--- src/design/usb_evt_pkg.sv ---
// constants for the node controller event aggregation block
//******************************************************************
// Notes on behaviour
// - fifo level summary, main bit 0, set by unmasked level event, cleared on its read
// - secondary summary, main bit 1, set by masked secondary event, cleared reading it
// - transmit summary, bit 2, set by masked tx event, cleared when all tx bits clear
// - frame bit 3 set on every frame counter update, cleared reading main register
// - no-ack summary, bit 4, set by unmasked no-ack event, cleared on its read
// - lock change bit 5 set on any lock state change, cleared reading main register
// - receive summary, bit 6, set by masked rx event, cleared when all rx bits clear
// - main bit 7 reads zero; main mask bit 7 is master interrupt enable
// - main events interrupt only when mask bit set; masks reset to zero, read/write
// - wake flag, secondary bit 1, set on wake interrupt, cleared when pendings clear
// - dma bit, secondary bit 2, follows unmasked dma events
// - secondary bit 3 set on valid end of packet, cleared on read
// - secondary bit 4 set after 3 ms idle, cleared on read
// - secondary bit 5 set after 5 ms idle, cleared on read
// - secondary bit 6 set after 2.5 us single-ended zero, cleared on read
// - in suspend, non-idle bus sets secondary bit 7, cleared on read
// - secondary events reach summary only through mask; mask 7..1 reset zero
// - tx complete bits 3..0 set on IN completion, cleared on endpoint status read
// - tx underflow bits 7..4 set on underflow, cleared on endpoint status read
// - endpoint 0 underflow bit always reads zero
// - tx event reaches summary only through mask; tx mask resets zero
// - rx complete bit set on packet end or error, cleared on endpoint status read
// - rx overflow bits in upper nibble set on overrun, cleared on read
//******************************************************************
package usb_evt_pkg;
	// register byte offsets
	localparam logic [7:0] OFF_MAIN_EV  = 8'h00;
	localparam logic [7:0] OFF_MAIN_MSK = 8'h04;
	localparam logic [7:0] OFF_SEC_FLG  = 8'h08;
	localparam logic [7:0] OFF_SEC_MSK  = 8'h0C;
	localparam logic [7:0] OFF_TX_FLG   = 8'h10;
	localparam logic [7:0] OFF_TX_MSK   = 8'h14;
	localparam logic [7:0] OFF_RX_FLG   = 8'h18;
	localparam logic [7:0] OFF_RX_MSK   = 8'h1C;
	localparam logic [7:0] REG_RESET    = 8'h00;
	// main event bit positions
	localparam int MAIN_WARN  = 0;
	localparam int MAIN_SEC   = 1;
	localparam int MAIN_TX    = 2;
	localparam int MAIN_FRAME = 3;
	localparam int MAIN_NAK   = 4;
	localparam int MAIN_LOCK  = 5;
	localparam int MAIN_RX    = 6;
	localparam int MAIN_MIE   = 7;
	// node state encodings
	localparam logic [1:0] NODE_SUSPEND = 2'h3;
	// timing
	localparam int CLK_NS    = 5;
	localparam int SE0_NS    = 2500;
	localparam int SE0_CYC   = (SE0_NS + CLK_NS - 1) / CLK_NS;
	localparam int IDLE3_US  = 3000;
	localparam int IDLE5_US  = 5000;
	localparam int IDLE3_CYC = IDLE3_US * 1000 / CLK_NS;
	localparam int IDLE5_CYC = IDLE5_US * 1000 / CLK_NS;
endpackage : usb_evt_pkg

--- src/design/usb_node_event_aggregator.sv ---
// event and interrupt aggregation with apb register access
`timescale 1ns/10ps
module usb_node_event_aggregator #(
	parameter int IDLE3_CYC = usb_evt_pkg::IDLE3_CYC,
	parameter int IDLE5_CYC = usb_evt_pkg::IDLE5_CYC
) (
	// clock and reset
	input  wire logic        clk,
	input  wire logic        reset,
	// apb slave
	input  wire logic        psel,
	input  wire logic        penable,
	input  wire logic        pwrite,
	input  wire logic [7:0]  paddr,
	input  wire logic [31:0] pwdata,
	output logic      [31:0] prdata,
	output logic             pready,
	output logic             pslverr,
	// outside event registers and frame timer
	input  wire logic        fifoLevelPend,
	input  wire logic        fifoLevelRead,
	input  wire logic        noAckPend,
	input  wire logic        noAckRead,
	input  wire logic        dmaPend,
	input  wire logic        wakeIssued,
	input  wire logic        wakePend,
	input  wire logic        frameUpdate,
	input  wire logic        unlockedFlag,
	// bus line conditions
	input  wire logic        eopSeen,
	input  wire logic        lineIdle,
	input  wire logic        lineSe0,
	input  wire logic [1:0]  nodeState,
	// endpoint events
	input  wire logic [3:0]  txDone,
	input  wire logic [3:0]  txUnderflow,
	input  wire logic [3:0]  txStatusRead,
	input  wire logic [3:0]  rxErrOrLast,
	input  wire logic [3:0]  rxOverrun,
	input  wire logic [3:0]  rxStatusRead,
	// interrupt
	output logic             irq
);
	import usb_evt_pkg::*;

	function automatic logic hit(input logic [7:0] a, input logic [7:0] off);
		hit = (a == off);
	endfunction : hit

	function automatic logic anyMasked(input logic [7:0] ev, input logic [7:0] msk);
		anyMasked = |(ev & msk);
	endfunction : anyMasked

	//******************************************************************
	// apb handshake
	//******************************************************************
	logic        pready_q;
	logic        pslverr_q;
	logic [7:0]  rdByte_q;
	logic        setupRd;
	logic        setupCyc;
	logic        accWr;
	logic        accRd;
	logic        mapped;
	logic [7:0]  rdSel;
	logic [7:0]  wrByte;

	// data is sampled in setup so every output stays a flop; one access cycle
	assign setupCyc = psel && !penable;
	assign setupRd  = setupCyc && !pwrite;
	assign accWr    = psel && penable && pready_q && pwrite && !pslverr_q;
	assign accRd    = psel && penable && pready_q && !pwrite && !pslverr_q;
	assign wrByte   = pwdata[7:0];
	assign mapped   = hit(paddr, OFF_MAIN_EV) || hit(paddr, OFF_MAIN_MSK)
		|| hit(paddr, OFF_SEC_FLG) || hit(paddr, OFF_SEC_MSK)
		|| hit(paddr, OFF_TX_FLG) || hit(paddr, OFF_TX_MSK)
		|| hit(paddr, OFF_RX_FLG) || hit(paddr, OFF_RX_MSK);

	//******************************************************************
	// registers
	//******************************************************************
	logic [7:0] mainMsk_q;
	logic [7:0] secMsk_q;
	logic [7:0] transmit_event_mask_q;
	logic [7:0] rxMsk_q;
	logic [7:0] mainEv;
	logic [7:0] secFlags;
	logic [7:0] txFlags;
	logic [7:0] rxFlags;
	logic [7:1] secFlg_q;
	logic [7:1] secFlg_d;
	logic [6:0] mainFlg_q;
	logic [6:0] mainFlg_d;
	logic [3:0] txFin_q;
	logic [3:0] txUf_q;
	logic [3:0] rxEnd_q;
	logic [3:0] rxOvr_q;

	assign mainEv   = {1'b0, mainFlg_q};
	assign secFlags = {secFlg_q, 1'b0};
	assign txFlags  = {txUf_q, txFin_q};
	assign rxFlags  = {rxOvr_q, rxEnd_q};

	assign rdSel = hit(paddr, OFF_MAIN_EV)  ? mainEv :
		hit(paddr, OFF_MAIN_MSK) ? mainMsk_q :
		hit(paddr, OFF_SEC_FLG)  ? secFlags :
		hit(paddr, OFF_SEC_MSK)  ? secMsk_q :
		hit(paddr, OFF_TX_FLG)   ? txFlags :
		hit(paddr, OFF_TX_MSK)   ? transmit_event_mask_q :
		hit(paddr, OFF_RX_FLG)   ? rxFlags :
		hit(paddr, OFF_RX_MSK)   ? rxMsk_q : REG_RESET;

	always_ff @(posedge clk) begin
		if (reset) begin
			pready_q  <= 1'b0;
			pslverr_q <= 1'b0;
			rdByte_q  <= REG_RESET;
		end else begin
			pready_q  <= setupCyc;
			pslverr_q <= setupCyc && !mapped;
			rdByte_q  <= setupRd ? rdSel : REG_RESET;
		end
	end

	always_ff @(posedge clk) begin
		if (reset) begin
			mainMsk_q <= REG_RESET;
			secMsk_q  <= REG_RESET;
			transmit_event_mask_q   <= REG_RESET;
			rxMsk_q   <= REG_RESET;
		end else if (accWr) begin
			if (hit(paddr, OFF_MAIN_MSK)) mainMsk_q <= wrByte;
			if (hit(paddr, OFF_SEC_MSK))  secMsk_q  <= {wrByte[7:1], 1'b0};
			if (hit(paddr, OFF_TX_MSK))   transmit_event_mask_q   <= wrByte;
			if (hit(paddr, OFF_RX_MSK))   rxMsk_q   <= wrByte;
		end
	end

	//******************************************************************
	// clear on read: only the bits actually returned are cleared
	//******************************************************************
	logic [7:0] clrMain;
	logic [7:0] clrSec;
	logic [7:0] clrRx;

	assign clrMain = (accRd && hit(paddr, OFF_MAIN_EV)) ? rdByte_q : REG_RESET;
	assign clrSec  = (accRd && hit(paddr, OFF_SEC_FLG)) ? rdByte_q : REG_RESET;
	assign clrRx   = (accRd && hit(paddr, OFF_RX_FLG))  ? rdByte_q : REG_RESET;

	//******************************************************************
	// bus line timers
	//******************************************************************
	logic [19:0] idleCnt_q;
	logic [19:0] idleCnt_d;
	logic [9:0]  se0Cnt_q;
	logic [9:0]  se0Cnt_d;
	logic        idle3Hit;
	logic        idle5Hit;
	logic        se0Hit;
	logic        resumeHit;
	logic        busy_q;

	// counter saturates at 5 ms so each idle flag fires once per idle period
	assign idleCnt_d = !lineIdle ? 20'h00000 :
		(idleCnt_q == 20'(IDLE5_CYC)) ? idleCnt_q : idleCnt_q + 20'h00001;
	assign idle3Hit  = lineIdle && (idleCnt_q == 20'(IDLE3_CYC - 1));
	assign idle5Hit  = lineIdle && (idleCnt_q == 20'(IDLE5_CYC - 1));
	assign se0Cnt_d  = !lineSe0 ? 10'h000 :
		(se0Cnt_q == 10'(SE0_CYC)) ? se0Cnt_q : se0Cnt_q + 10'h001;
	assign se0Hit    = lineSe0 && (se0Cnt_q == 10'(SE0_CYC - 1));
	assign resumeHit = (nodeState == NODE_SUSPEND) && !lineIdle && !busy_q;

	always_ff @(posedge clk) begin
		if (reset) begin
			idleCnt_q <= 20'h00000;
			se0Cnt_q  <= 10'h000;
			busy_q    <= 1'b0;
		end else begin
			idleCnt_q <= idleCnt_d;
			se0Cnt_q  <= se0Cnt_d;
			busy_q    <= !lineIdle;
		end
	end

	//******************************************************************
	// secondary event register
	//******************************************************************
	logic [7:3] secSet;

	assign secSet = {resumeHit, se0Hit, idle5Hit, idle3Hit, eopSeen};
	assign secFlg_d[1] = wakeIssued || (secFlg_q[1] && wakePend);
	assign secFlg_d[2] = dmaPend;
	// event in the clearing cycle survives: set beats clear
	assign secFlg_d[7:3] = secSet | (secFlg_q[7:3] & ~clrSec[7:3]);

	always_ff @(posedge clk) begin
		if (reset) begin
			secFlg_q <= 7'h00;
		end else begin
			secFlg_q <= secFlg_d;
		end
	end

	//******************************************************************
	// endpoint transmit and receive flags
	//******************************************************************
	// per-endpoint next values as nets, so one process owns each flag vector
	wire logic [3:0] txFin_d;
	wire logic [3:0] txUf_d;
	wire logic [3:0] rxEnd_d;
	wire logic [3:0] rxOvr_d;

	for (genvar i = 0; i < 4; i++) begin : g_ep
		assign txFin_d[i] = txDone[i] || (txFin_q[i] && !txStatusRead[i]);
		assign rxEnd_d[i] = rxErrOrLast[i] || (rxEnd_q[i] && !rxStatusRead[i]);
		assign rxOvr_d[i] = rxOverrun[i] || (rxOvr_q[i] && !clrRx[4+i]);
		if (i == 0) begin : g_nouf
			// store and forward endpoint cannot underflow
			assign txUf_d[i] = 1'b0;
		end else begin : g_uf
			assign txUf_d[i] = txUnderflow[i] || (txUf_q[i] && !txStatusRead[i]);
		end
	end

	always_ff @(posedge clk) begin
		if (reset) begin
			txFin_q <= 4'h0;
			txUf_q  <= 4'h0;
			rxEnd_q <= 4'h0;
			rxOvr_q <= 4'h0;
		end else begin
			txFin_q <= txFin_d;
			txUf_q  <= txUf_d;
			rxEnd_q <= rxEnd_d;
			rxOvr_q <= rxOvr_d;
		end
	end

	//******************************************************************
	// main event summary
	//******************************************************************
	logic fifoPend_q;
	logic nakPend_q;
	logic unlocked_q;
	logic secNew;

	assign secNew = anyMasked({secFlg_d & ~secFlg_q, 1'b0}, secMsk_q);
	assign mainFlg_d[MAIN_WARN] = (fifoLevelPend && !fifoPend_q)
		|| (mainFlg_q[MAIN_WARN] && !fifoLevelRead);
	assign mainFlg_d[MAIN_SEC] = secNew
		|| (mainFlg_q[MAIN_SEC] && !(accRd && hit(paddr, OFF_SEC_FLG)));
	// summary stays until every endpoint flag behind it is gone
	assign mainFlg_d[MAIN_TX] = anyMasked(txFlags, transmit_event_mask_q)
		|| (mainFlg_q[MAIN_TX] && (|txFlags));
	assign mainFlg_d[MAIN_FRAME] = frameUpdate
		|| (mainFlg_q[MAIN_FRAME] && !clrMain[MAIN_FRAME]);
	assign mainFlg_d[MAIN_NAK] = (noAckPend && !nakPend_q)
		|| (mainFlg_q[MAIN_NAK] && !noAckRead);
	assign mainFlg_d[MAIN_LOCK] = (unlockedFlag != unlocked_q)
		|| (mainFlg_q[MAIN_LOCK] && !clrMain[MAIN_LOCK]);
	assign mainFlg_d[MAIN_RX] = anyMasked(rxFlags, rxMsk_q)
		|| (mainFlg_q[MAIN_RX] && (|rxFlags));

	logic irq_q;

	always_ff @(posedge clk) begin
		if (reset) begin
			mainFlg_q  <= 7'h00;
			fifoPend_q <= 1'b0;
			nakPend_q  <= 1'b0;
			unlocked_q <= 1'b1;
			irq_q      <= 1'b0;
		end else begin
			mainFlg_q  <= mainFlg_d;
			fifoPend_q <= fifoLevelPend;
			nakPend_q  <= noAckPend;
			unlocked_q <= unlockedFlag;
			irq_q      <= mainMsk_q[MAIN_MIE]
				&& anyMasked(mainEv, {1'b0, mainMsk_q[6:0]});
		end
	end

	assign prdata  = {24'h000000, rdByte_q};
	assign pready  = pready_q;
	assign pslverr = pslverr_q;
	assign irq     = irq_q;

	//******************************************************************
	// assertions
	//******************************************************************
	property p_irq_off;
		@(posedge clk) disable iff (reset)
		!mainMsk_q[MAIN_MIE] [*2] |-> !irq_q;
	endproperty
	a_irq_off: assert property (p_irq_off)
		else $error("irq high while master enable low");

	property p_bit7_zero;
		@(posedge clk) disable iff (reset)
		(setupRd && hit(paddr, OFF_MAIN_EV)) |=> !prdata[7] && pready;
	endproperty
	a_bit7_zero: assert property (p_bit7_zero)
		else $error("main event bit 7 read as one");

	property p_frame;
		@(posedge clk) disable iff (reset)
		frameUpdate |=> mainEv[MAIN_FRAME];
	endproperty
	a_frame: assert property (p_frame)
		else $error("frame update not flagged");

	property p_lock;
		@(posedge clk) disable iff (reset)
		$changed(unlockedFlag) |=> mainEv[MAIN_LOCK];
	endproperty
	a_lock: assert property (p_lock)
		else $error("lock change not flagged");

	property p_tx_clear;
		@(posedge clk) disable iff (reset)
		(txFlags == 8'h00 && txDone == 4'h0 && txUnderflow == 4'h0) |=> !mainEv[MAIN_TX];
	endproperty
	a_tx_clear: assert property (p_tx_clear)
		else $error("transmit summary stuck with no transmit event");

	property p_rx_clear;
		@(posedge clk) disable iff (reset)
		(rxFlags == 8'h00 && rxErrOrLast == 4'h0 && rxOverrun == 4'h0) |=> !mainEv[MAIN_RX];
	endproperty
	a_rx_clear: assert property (p_rx_clear)
		else $error("receive summary stuck with no receive event");

	property p_uf0;
		@(posedge clk) disable iff (reset)
		txUnderflow[0] |=> !txFlags[4];
	endproperty
	a_uf0: assert property (p_uf0)
		else $error("endpoint 0 underflow bit set");

	property p_se0;
		@(posedge clk) disable iff (reset)
		$rose(secFlags[6]) |-> $past(lineSe0) && $past(se0Cnt_q) == 10'(SE0_CYC - 1);
	endproperty
	a_se0: assert property (p_se0)
		else $error("bus reset flag without full single-ended zero");

	property p_sec_mask;
		@(posedge clk) disable iff (reset)
		$rose(mainEv[MAIN_SEC]) |-> $past(secMsk_q) != 8'h00;
	endproperty
	a_sec_mask: assert property (p_sec_mask)
		else $error("secondary summary set with mask clear");

	property p_dma;
		@(posedge clk) disable iff (reset)
		dmaPend |=> secFlags[2];
	endproperty
	a_dma: assert property (p_dma)
		else $error("dma bit not following dma events");
endmodule : usb_node_event_aggregator

--- config.mk ---
export PLATFORM = sky130hd
export DESIGN_NAME = usb_node_event_aggregator
export DESIGN_NICKNAME = d
export VERILOG_FILES = /design/src/design/usb_evt_pkg.sv /design/src/design/usb_node_event_aggregator.sv
export SDC_FILE = /design/constraint.sdc
export NUM_CORES = 1
export LEC_CHECK = 0
export ABC_CLOCK_PERIOD_IN_PS = 2360
export BUFFER_PORTS_ARGS = -buffer_cell sky130_fd_sc_hd__buf_2
export CORE_MARGIN = 1.5
export CORE_UTILIZATION = 40
export CTS_CLUSTER_DIAMETER = 150
export DETAILED_ROUTE_END_ITERATION = 8
export SLEW_MARGIN = 20
export SYNTH_ARGS = -nofsm -noshare
export SYNTH_HDL_FRONTEND = slang
export SYNTH_SLANG_ARGS = --single-unit
--- constraint.sdc ---
create_clock -name clk -period 2.36 [get_ports clk]
set_input_delay 0 -clock clk [delete_from_list [all_inputs] [get_ports clk]]
set_output_delay 0 -clock clk [all_outputs]
set_load 0.02 [all_outputs]
==> qor_table.md, run 1 <==
| Parameter | Reported |
| --- | --- |
| Filler cells | 1163 |
| # rows | 40 |
| Pin count of the biggest net entering global routing | 35 |
| Post-detailed-route DRC marker count | 0 |
| Fin. Hold Viols | 0 |
| Most frequent cell after synthesis | sky130_fd_sc_hd__dfxtp_1 |
| Num CTS Buffers | 9 |
| Worst path arrival time | 2160 ps |
| Cells on worst reg2reg path | 5 |
| Number of antenna violations at the first check in global routing | 0 |
| Hold-critical path depth | 4 |
| Die Area | 12900 sq um |
| Number of global-route vias before repair | 4089 |
| Slew at the pin closest to its max-slew limit | 803 ps |
| Post-Route WL | 12.5 mm |
| Average footprint of a synthesized cell | 8.96 sq um |
| Height of the die | 113 um |
| Number of placed cells counting well taps | 744 |
| Synth Register Bits | 105 |
| Num ports | 118 |
| Number of nets still failing antenna checks after routing | 0 |
| Clock Tree Root | sky130_fd_sc_hd__clkbuf_16 |
| Leakage power | 2.48 nW |
| HPWL after DPL | 8.74 mm |
| Post-layout power | 0.00382 W |
| Number of non-filler instances in the completed layout | 806 |
| Number of vias after detailed routing | 4229 |
| Initial detailed-routing violation count | 244 |
| Biggest area contributors in the synthesized netlist | sky130_fd_sc_hd__dfxtp_1 (43%), sky130_fd_sc_hd__mux2i_1 (8.0%), sky130_fd_sc_hd__nor2_1 (7.4%) |
| Outcome | complete, no violations |
| Clk_lat worst skew | 360 ps |
| TritonCTS clock tree | done |
| Power density over the cells | 632 nW/um^2 |
| Period utilization | 81.8% |
| Layout-stage area growth over the synthesis result | 24.1% |
| Starting Density | 40.7% |
| Netlist area before placement | 4870 sq um |
| Die W | 113 um |
| Maximum root-to-sink buffer count | 2 |
| Number of different library cells in the post-synthesis netlist | 57 |
| Diodes inserted | 0 |
| Sequential area share after synthesis | 43.1% |
| Net count, final | 741 |
| Worst Path Max Fanout | 6 |
| Total of buffers placed on input and output ports | 68 |
| Setup bufs post-CTS | 0 |
| Core occupancy in the finished layout | 50.6% |
| Synthesized netlist cell count | 544 |
| Top FF cell, synth | sky130_fd_sc_hd__dfxtp_1 |
| Max-slew violations | 0 |
| Library cell with the largest summed area after synthesis | sky130_fd_sc_hd__dfxtp_1 |
| Worst voltage drop across the vdd grid | 0.351 mV |
| Clock slew at reported path FFs | 70 ps |
| Per-cell via count in the routed design | 5.25 |
| Max Fclk | 0.518 GHz |
| Area fraction of the dominant cell type after synthesis | 43.1% |
| Post-synth EDFFs | 0 |
| Multi-input combinational cell area | 2480 sq um |
| Post-synth ARST share | 0% |
| Clock tree skew after final layout | 9.43 ps |
| Global-route wire length before repair | 20.1 mm |
| Post-DR wirelength/cell | 15.5 um |
| Hold Path Class | in2reg |
| Number of setup violations in the final report | 0 |
| Most instantiated cells after synthesis | sky130_fd_sc_hd__dfxtp_1 (105), sky130_fd_sc_hd__nor2_1 (96), sky130_fd_sc_hd__a21oi_1 (39), sky130_fd_sc_hd__mux2i_1 (39) |
| Seq. cell area | 2100 sq um |
| Final critical delay including setup and external delays | 1930 ps |
| First-pass iteration count of the detailed router | 4 |
| Number of violations of the max-capacitance limit | 0 |
| Final worst hold slack | 3.41 ps |
| RePlAce Congestion | 0.838 |
| Max H-tree Level | 3 |
| Fraction of final layout cells with drive strength greater than 1 | 16.8% |
| Floorplan Core Area | 12000 sq um |
| Final total negative setup slack | 0 ps |
| CTS sink count | 105 |
| Type of the setup path with the least slack | reg2reg |
| Critical Path Sink Type | flop |
| Unrepaired setup endpoints after global routing | no |
| Yosys synthesis warning count | 0 |
| Req. time, crit path | 2590 ps |
| Congestion Overflow GR | 0 |
| Global-route usage over all layers | 20.0% |
| Rel. slew slack | 46.0% |
| Startpoint types | flop |
[cells in the final DEF (no fill, tap or decap), types with 11 or more instances in the layout]
cell / Yosys / final
sky130_fd_sc_hd__a21oi_1: 39 / 39
sky130_fd_sc_hd__buf_2: 2 / 68
sky130_fd_sc_hd__dlygate4sd3_1: 0 / 46
sky130_fd_sc_hd__nor3_1: 11 / 11
sky130_fd_sc_hd__dfxtp_1: 105 / 105
sky130_fd_sc_hd__nand3_1: 20 / 20
sky130_fd_sc_hd__nor2_1: 96 / 96
sky130_fd_sc_hd__conb_1: 1 / 24
sky130_fd_sc_hd__mux2i_1: 39 / 39
sky130_fd_sc_hd__nand2_1: 24 / 24
sky130_fd_sc_hd__xor2_1: 14 / 14
sky130_fd_sc_hd__inv_1: 27 / 27
[critical path, cell delays in order (launching register included)]
cell                       delay, ps
sky130_fd_sc_hd__dfxtp_1         380
sky130_fd_sc_hd__nand4b_4        160
sky130_fd_sc_hd__or3_4           430
sky130_fd_sc_hd__o41ai_2         230
sky130_fd_sc_hd__a21oi_1          90
sky130_fd_sc_hd__or4_1           520
[sequential cells by signal, summed over array words and instances, names as in the netlist, 3 cells and up]
signal	flops
rxOvr_q	4
mainMsk_q	8
rxEnd_q	4
txUf_q	3
se0Cnt_q	10
transmit_event_mask_q	8
secMsk_q	7
txFin_q	4
rdByte_q	8
idleCnt_q	20
rxMsk_q	8
mainFlg_q	7
secFlg_q	7
[final timing paths]
check	from	to	slack (ps)
worst max register to register	pready	mainFlg_q[1]	430
worst min-delay path	penable	pready	3
worst min register to register	fifoPend_q	mainFlg_q[0]	500
worst max-delay path	pready	mainFlg_q[1]	430
[per-layer routing]
metal,global-route usage [%],part of all wire (%),wire length [um]
met1,24.3,44,5460
met2,35.1,49,6130
met3,5.05,5.4,674
met4,5.67,1.5,193
met5,0,0,0
[where the power goes]
part,internal [W],leakage (nW),total (W),switching (W)
clock network,0.000940,0.157,0.00165,0.000715
logic,0.000155,1.47,0.000327,0.000172
registers,0.00181,0.854,0.00184,0.0000374
[per-stage QoR]
step,setup WS (ps),area (sq um)
floorplan,440,4960
global placement,455,5260
detailed placement,443,5260
CTS,420,6050
global route,266,6050
finish,430,6050
[final cells by class]
type | count | area share [%]
multi-input cells | 390 | 41.1
inverters | 27 | 1.68
flip-flops and latches | 105 | 34.8
clock buffers | 9 | 3.72
clock inverters | 7 | 1.63
well taps | 147 | 3.04
repair buffers | 121 | 14.1
[cells by family (layout without fill, tap and decap cells)]
kind of cell | Yosys count | in the layout | synth area share (%)
and+or+nand+nor | 214 | 214 | 22.2
xor gates and xnor gates | 23 | 23 | 4.13
DFF | 105 | 105 | 43.1
AOI/OAI and AO/OA | 77 | 77 | 9.86
adders and majority gates | 4 | 4 | 1.03
buffers and inverters | 72 | 164 | 7.68
muxes | 48 | 48 | 11.9
other | 1 | 24 | 0.0769
[timing repair]
item                      4_1_cts  5_1_grt
resized for setup               0        0
hold endpoints to repair       55        0
hold buffers                   46        0
No activity file was read; power rests on OpenSTA's default activity.
==> run 2: changes to the inputs <==
- ABC_CLOCK_PERIOD_IN_PS: 2360 -> 1900
- clock period: 2.36 -> 1.9 ns (I/O delays scaled with it)
==> qor_table.md, run 2 (same netlist as run 1, synthesis figures left out) <==
| Parameter | Reported |
| --- | --- |
| Outcome | complete, no violations |
| Critical Path Sink Type | flop |
| Floorplan Core Area | 12000 sq um |
| Global-route wire length before repair | 20.5 mm |
| Congestion Overflow GR | 0 |
| Fin. Hold Viols | 0 |
| Unrepaired setup endpoints after global routing | no |
| Max H-tree Level | 3 |
| Total of buffers placed on input and output ports | 68 |
| Max Fclk | 0.551 GHz |
| Critical path buffers and inverters | 0 |
| Global-route usage over all layers | 20.4% |
| Final critical delay including setup and external delays | 1820 ps |
| Clock tree skew after final layout | 6.70 ps |
| Flip-flop count of the largest register after layout | 20 |
| Initial detailed-routing violation count | 226 |
| Die Area | 12900 sq um |
| Startpoint types | flop |
| Post-DR wirelength/cell | 15.2 um |
| Most frequent cells in the layout | sky130_fd_sc_hd__dfxtp_1 (104), sky130_fd_sc_hd__nor2_1 (96), sky130_fd_sc_hd__buf_2 (68), sky130_fd_sc_hd__dlygate4sd3_1 (48) |
| Clock Tree Root | sky130_fd_sc_hd__clkbuf_16 |
| Height of the die | 113 um |
| CTS sink count | 105 |
| RePlAce Congestion | 0.847 |
| Starting Density | 40.7% |
| Category of cells accounting for the largest share of critical-path delay | simple AND/OR/NAND/NOR gates |
| Clk_lat worst skew | 350 ps |
| Diodes inserted | 0 |
| Layout-stage area growth over the synthesis result | 26.8% |
| Post-layout power | 0.00449 W |
| Cells along the critical path | nand4b_4 > or3_4 > o41ai_4 > a21oi_1 > or4_1 |
| Worst path arrival time | 2030 ps |
| Maximum root-to-sink buffer count | 2 |
| Number of nets still failing antenna checks after routing | 0 |
| Library cell contributing the largest single delay on the critical path | sky130_fd_sc_hd__or4_1 |
| Core occupancy in the finished layout | 51.6% |
| Die W | 113 um |
| Num ports | 118 |
| Cells on worst reg2reg path | 5 |
| Net count, final | 756 |
| Max-slew violations | 0 |
| Most common library cell in the layout ignoring fill and taps | sky130_fd_sc_hd__dfxtp_1 |
| Number of global-route vias before repair | 4073 |
| Type of the setup path with the least slack | reg2reg |
| Fraction of final layout cells with drive strength greater than 1 | 18.3% |
| Reg with most FFs | idleCnt_q |
| Number of setup violations in the final report | 0 |
| Number of non-filler instances in the completed layout | 820 |
| Rel. slew slack | 60.0% |
| Registers with the most flip-flops | idleCnt_q: 20 flops, se0Cnt_q: 10 flops |
| Final worst hold slack | 53.1 ps |
| Worst stage delay on the critical path | 480 ps |
| Worst Path Max Fanout | 3 |
| Final total negative setup slack | 0 ps |
| Slew at the pin closest to its max-slew limit | 592 ps |
| # rows | 40 |
| Worst voltage drop across the vdd grid | 0.405 mV |
| Clock slew at reported path FFs | 60 ps |
| Post-detailed-route DRC marker count | 0 |
| Logic depth of the worst path, buffers included | 5 |
| Number of violations of the max-capacitance limit | 0 |
| First-pass iteration count of the detailed router | 5 |
| Num CTS Buffers | 9 |
| Leakage power | 2.54 nW |
| Req. time, crit path | 2120 ps |
| Post-Route WL | 12.5 mm |
| Number of placed cells counting well taps | 756 |
| Power density over the cells | 728 nW/um^2 |
| Pin count of the biggest net entering global routing | 36 |
| Period utilization | 95.6% |
| Per-cell via count in the routed design | 5.16 |
| TritonCTS clock tree | done |
| Number of antenna violations at the first check in global routing | 0 |
| HPWL after DPL | 8.87 mm |
| Hold Path Class | in2reg |
| Hold-critical path depth | 3 |
| Number of vias after detailed routing | 4234 |
-- run 2: worst min-delay path, cell delays in order --
cell,delay [ps]
sky130_fd_sc_hd__buf_2,160
sky130_fd_sc_hd__nor2_1,80
sky130_fd_sc_hd__a21boi_0,110
-- run 2: area by class of cell --
type	instances	area [sq um]
tap	147	184
clock buffer	12	236
sequential	105	2100
fill	1129	5780
clock inverter	3	42.5
inverter	27	101
multi-input combinational	390	2510
timing repair buffer	136	996
-- run 2: report_power, final --
part	switching, W	total (W)	leakage, nW	internal, W
combinational	0.000217	0.000414	1.55	0.000197
sequential	0.0000488	0.00229	0.855	0.00224
clock	0.000773	0.00179	0.133	0.00101
total	0.00104	0.00449	2.54	0.00345
-- run 2: through the flow --
step | setup WS (ps) | instance area (sq um)
5_1_grt | 3.56 | 6180
6_report | 83.8 | 6180
3_5_place_dp | 29.3 | 5380
4_1_cts | 23.0 | 6140
3_3_place_gp | 87.6 | 5380
2_1_floorplan | 33.3 | 4960
-- run 2: metal layers --
metal  track usage [%]  routed length [um]  up-vias
met4              6.42                 151        0
met3              5.42                 712       18
li1                  -                   -     2099
met1              25.9                5510     1988
met5                 0                   0        -
met2              34.2                6100      129
-- run 2: repair_timing --
action | in CTS | in global routing
endpoints found under the hold margin | 59 | 0
hold buffers | 48 | 0
buffers inserted | 0 | 1
setup endpoints to repair | 0 | 5
gates resized for setup | 0 | 4
-- run 2: path summary, 6_finish.rpt --
kind                   from  slack (ps)            to
hold reg to reg   nakPend_q         500  mainFlg_q[4]
setup reg to reg    pslverr          80  mainFlg_q[1]
setup / recovery    pslverr          80  mainFlg_q[1]
hold / removal       pwrite          50   rdByte_q[4]
==> run 3: changes to the inputs <==
- BUFFER_PORTS_ARGS: -buffer_cell sky130_fd_sc_hd__buf_2 -> default
- DONT_BUFFER_PORTS: default -> 1
==> qor_table.md, run 3 (same netlist as run 1, synthesis figures left out) <==
| Parameter | Reported |
| --- | --- |
| CTS sink count | 105 |
| Most common library cell in the layout ignoring fill and taps | sky130_fd_sc_hd__dfxtp_1 |
| Hold Path Class | in2reg |
| Die W | 113 um |
| Total of buffers placed on input and output ports | 0 |
| Worst Path Max Fanout | 4 |
| Fin. Hold Viols | 2 |
| Violated checks | hold timing |
| # rows | 40 |
| Post-DR wirelength/cell | 16.4 um |
| Max-slew violations | 0 |
| Num CTS Buffers | 9 |
| Congestion Overflow GR | 0 |
| Height of the die | 113 um |
| Global-route usage over all layers | 20.1% |
| Number of nets still failing antenna checks after routing | 0 |
| Power density over the cells | 754 nW/um^2 |
| Minimum setup slack among reg-to-reg paths | 10 ps |
| Number of violations of the max-capacitance limit | 0 |
| Number of vias after detailed routing | 4083 |
| Initial detailed-routing violation count | 280 |
| Diodes inserted | 0 |
| Number of setup violations in the final report | 0 |
| Maximum root-to-sink buffer count | 2 |
| Num ports | 118 |
| Number of non-filler instances in the completed layout | 768 |
| Final critical delay including setup and external delays | 1890 ps |
| Worst setup path startpoint | pslverr |
| Number of antenna violations at the first check in global routing | 0 |
| HPWL after DPL | 8.42 mm |
| Global-route wire length before repair | 20.0 mm |
| Floorplan Core Area | 12000 sq um |
| Outcome | finished, violations left |
| Registers with the most flip-flops | idleCnt_q: 20 flops, se0Cnt_q: 10 flops |
| Req. time, crit path | 2140 ps |
| Starting Density | 40.7% |
| Cells on worst reg2reg path | 5 |
| Flip-flop count of the largest register after layout | 20 |
| Unrepaired setup endpoints after global routing | yes |
| Clock tree skew after final layout | 9.90 ps |
| Worst path arrival time | 2130 ps |
| Clock slew at reported path FFs | 70 ps |
| Critical Path Sink Type | flop |
| Number of global-route vias before repair | 3944 |
| Per-cell via count in the routed design | 5.32 |
| Number of placed cells counting well taps | 687 |
| First-pass iteration count of the detailed router | 4 |
| Type of the setup path with the least slack | reg2reg |
| Reg with most FFs | idleCnt_q |
| Final total negative setup slack | 0 ps |
| Layout-stage area growth over the synthesis result | 23.2% |
| Post-Route WL | 12.6 mm |
| Rel. slew slack | 50.3% |
| Die Area | 12900 sq um |
| Max H-tree Level | 3 |
| Most frequent cells in the layout | sky130_fd_sc_hd__dfxtp_1 (102), sky130_fd_sc_hd__nor2_1 (96), sky130_fd_sc_hd__dlygate4sd3_1 (63), sky130_fd_sc_hd__mux2i_1 (39), sky130_fd_sc_hd__a21oi_1 (39) |
| Pin count of the biggest net entering global routing | 67 |
| Post-detailed-route DRC marker count | 0 |
| Finished Cell Area | 6000 sq um |
| Fraction of final layout cells with drive strength greater than 1 | 10.3% |
| TritonCTS clock tree | done |
| Setup crit end | rxOvr_q[2] |
| Max Fclk | 0.530 GHz |
| Leakage power | 2.34 nW |
| Net count, final | 703 |
| Clock Tree Root | sky130_fd_sc_hd__clkbuf_16 |
| Worst voltage drop across the vdd grid | 0.420 mV |
| Final worst hold slack | -6.34 ps |
| Clk_lat worst skew | 350 ps |
| Instance area after placement | 5010 sq um |
| RePlAce Congestion | 0.835 |
| Reg-to-Reg End | rxOvr_q[2] |
| Period utilization | 99.4% |
| Startpoint types | flop |
| Worst flop-to-flop path startpoint | pslverr |
| Slew at the pin closest to its max-slew limit | 746 ps |
## run 3: cell count changes in the layout (fill, tap and decap cells not counted), sizes merged
cell and change:
buf -68, clkinv +3, clkbuf -2, dlygate4sd3 +15
## run 3: cell type report
type                            count  area (sq um)
Timing Repair Buffer               83           801
Inverter                           27           101
Fill cell                        1082          5960
Clock inverter                      6          57.6
Multi-Input combinational cell    390          2520
Clock buffer                       10           239
Tap cell                          147           184
Sequential cell                   105          2110
## run 3: worst min-delay path by stage
stage / endpoint / startpoint / depth (start not counted) / slack, ps
finish: nakPend_q / reset / 2 / -6
global route: mainMsk_q[4] / reset / 2 / 10
CTS: secFlg_q[1] / reset / 2 / 0.2
detailed placement: mainFlg_q[4] / reset / 1 / 80
global placement: busy_q / lineIdle / 1 / 70
floorplan: busy_q / lineIdle / 1 / 70
## run 3: where the power goes
part | switching (W) | total, W | leakage, nW | internal [W]
logic | 0.000172 | 0.000356 | 1.34 | 0.000184
registers | 0.0000493 | 0.00229 | 0.856 | 0.00224
clock network | 0.000833 | 0.00188 | 0.148 | 0.00105
total | 0.00105 | 0.00453 | 2.34 | 0.00348
## run 3: repair_timing
item                                   4_1_cts  5_1_grt
setup buffers                                0        1
hold buffers                                65        0
setup endpoints to repair                    0       12
endpoints found under the hold margin       75        0
gates resized for setup                      0        8
## run 3: through the flow
step | utilization [%] | total power (W) | worst slack (ps)
2_1_floorplan | - | 0.00256 | 33.3
3_3_place_gp | 41.9 | 0.00253 | 95.7
3_5_place_dp | 41.9 | 0.00254 | 76.2
4_1_cts | 49.9 | 0.00456 | 12.4
5_1_grt | 50.2 | 0.00470 | -30.6
6_report | 50.2 | 0.00453 | 11.4
## run 3: per-layer routing
layer | vias to the layer above | wire, um | GRT usage (%) | part of all wire (%)
met4 | 0 | 351 | 6.75 | 2.8
met5 | - | 0 | 0 | 0
li1 | 1989 | - | - | -
met1 | 1920 | 5620 | 24.9 | 45
met3 | 28 | 756 | 6.06 | 6.0
met2 | 146 | 5890 | 33.6 | 47
## run 3: worst max-delay path, cell delays in order, from the launching register on
cell                            delay (ps)
sky130_fd_sc_hd__dfxtp_2               320
sky130_fd_sc_hd__nand4b_4              160
sky130_fd_sc_hd__or3_4                 420
sky130_fd_sc_hd__o31ai_1               200
sky130_fd_sc_hd__a21oi_1               100
sky130_fd_sc_hd__dlygate4sd3_1         580
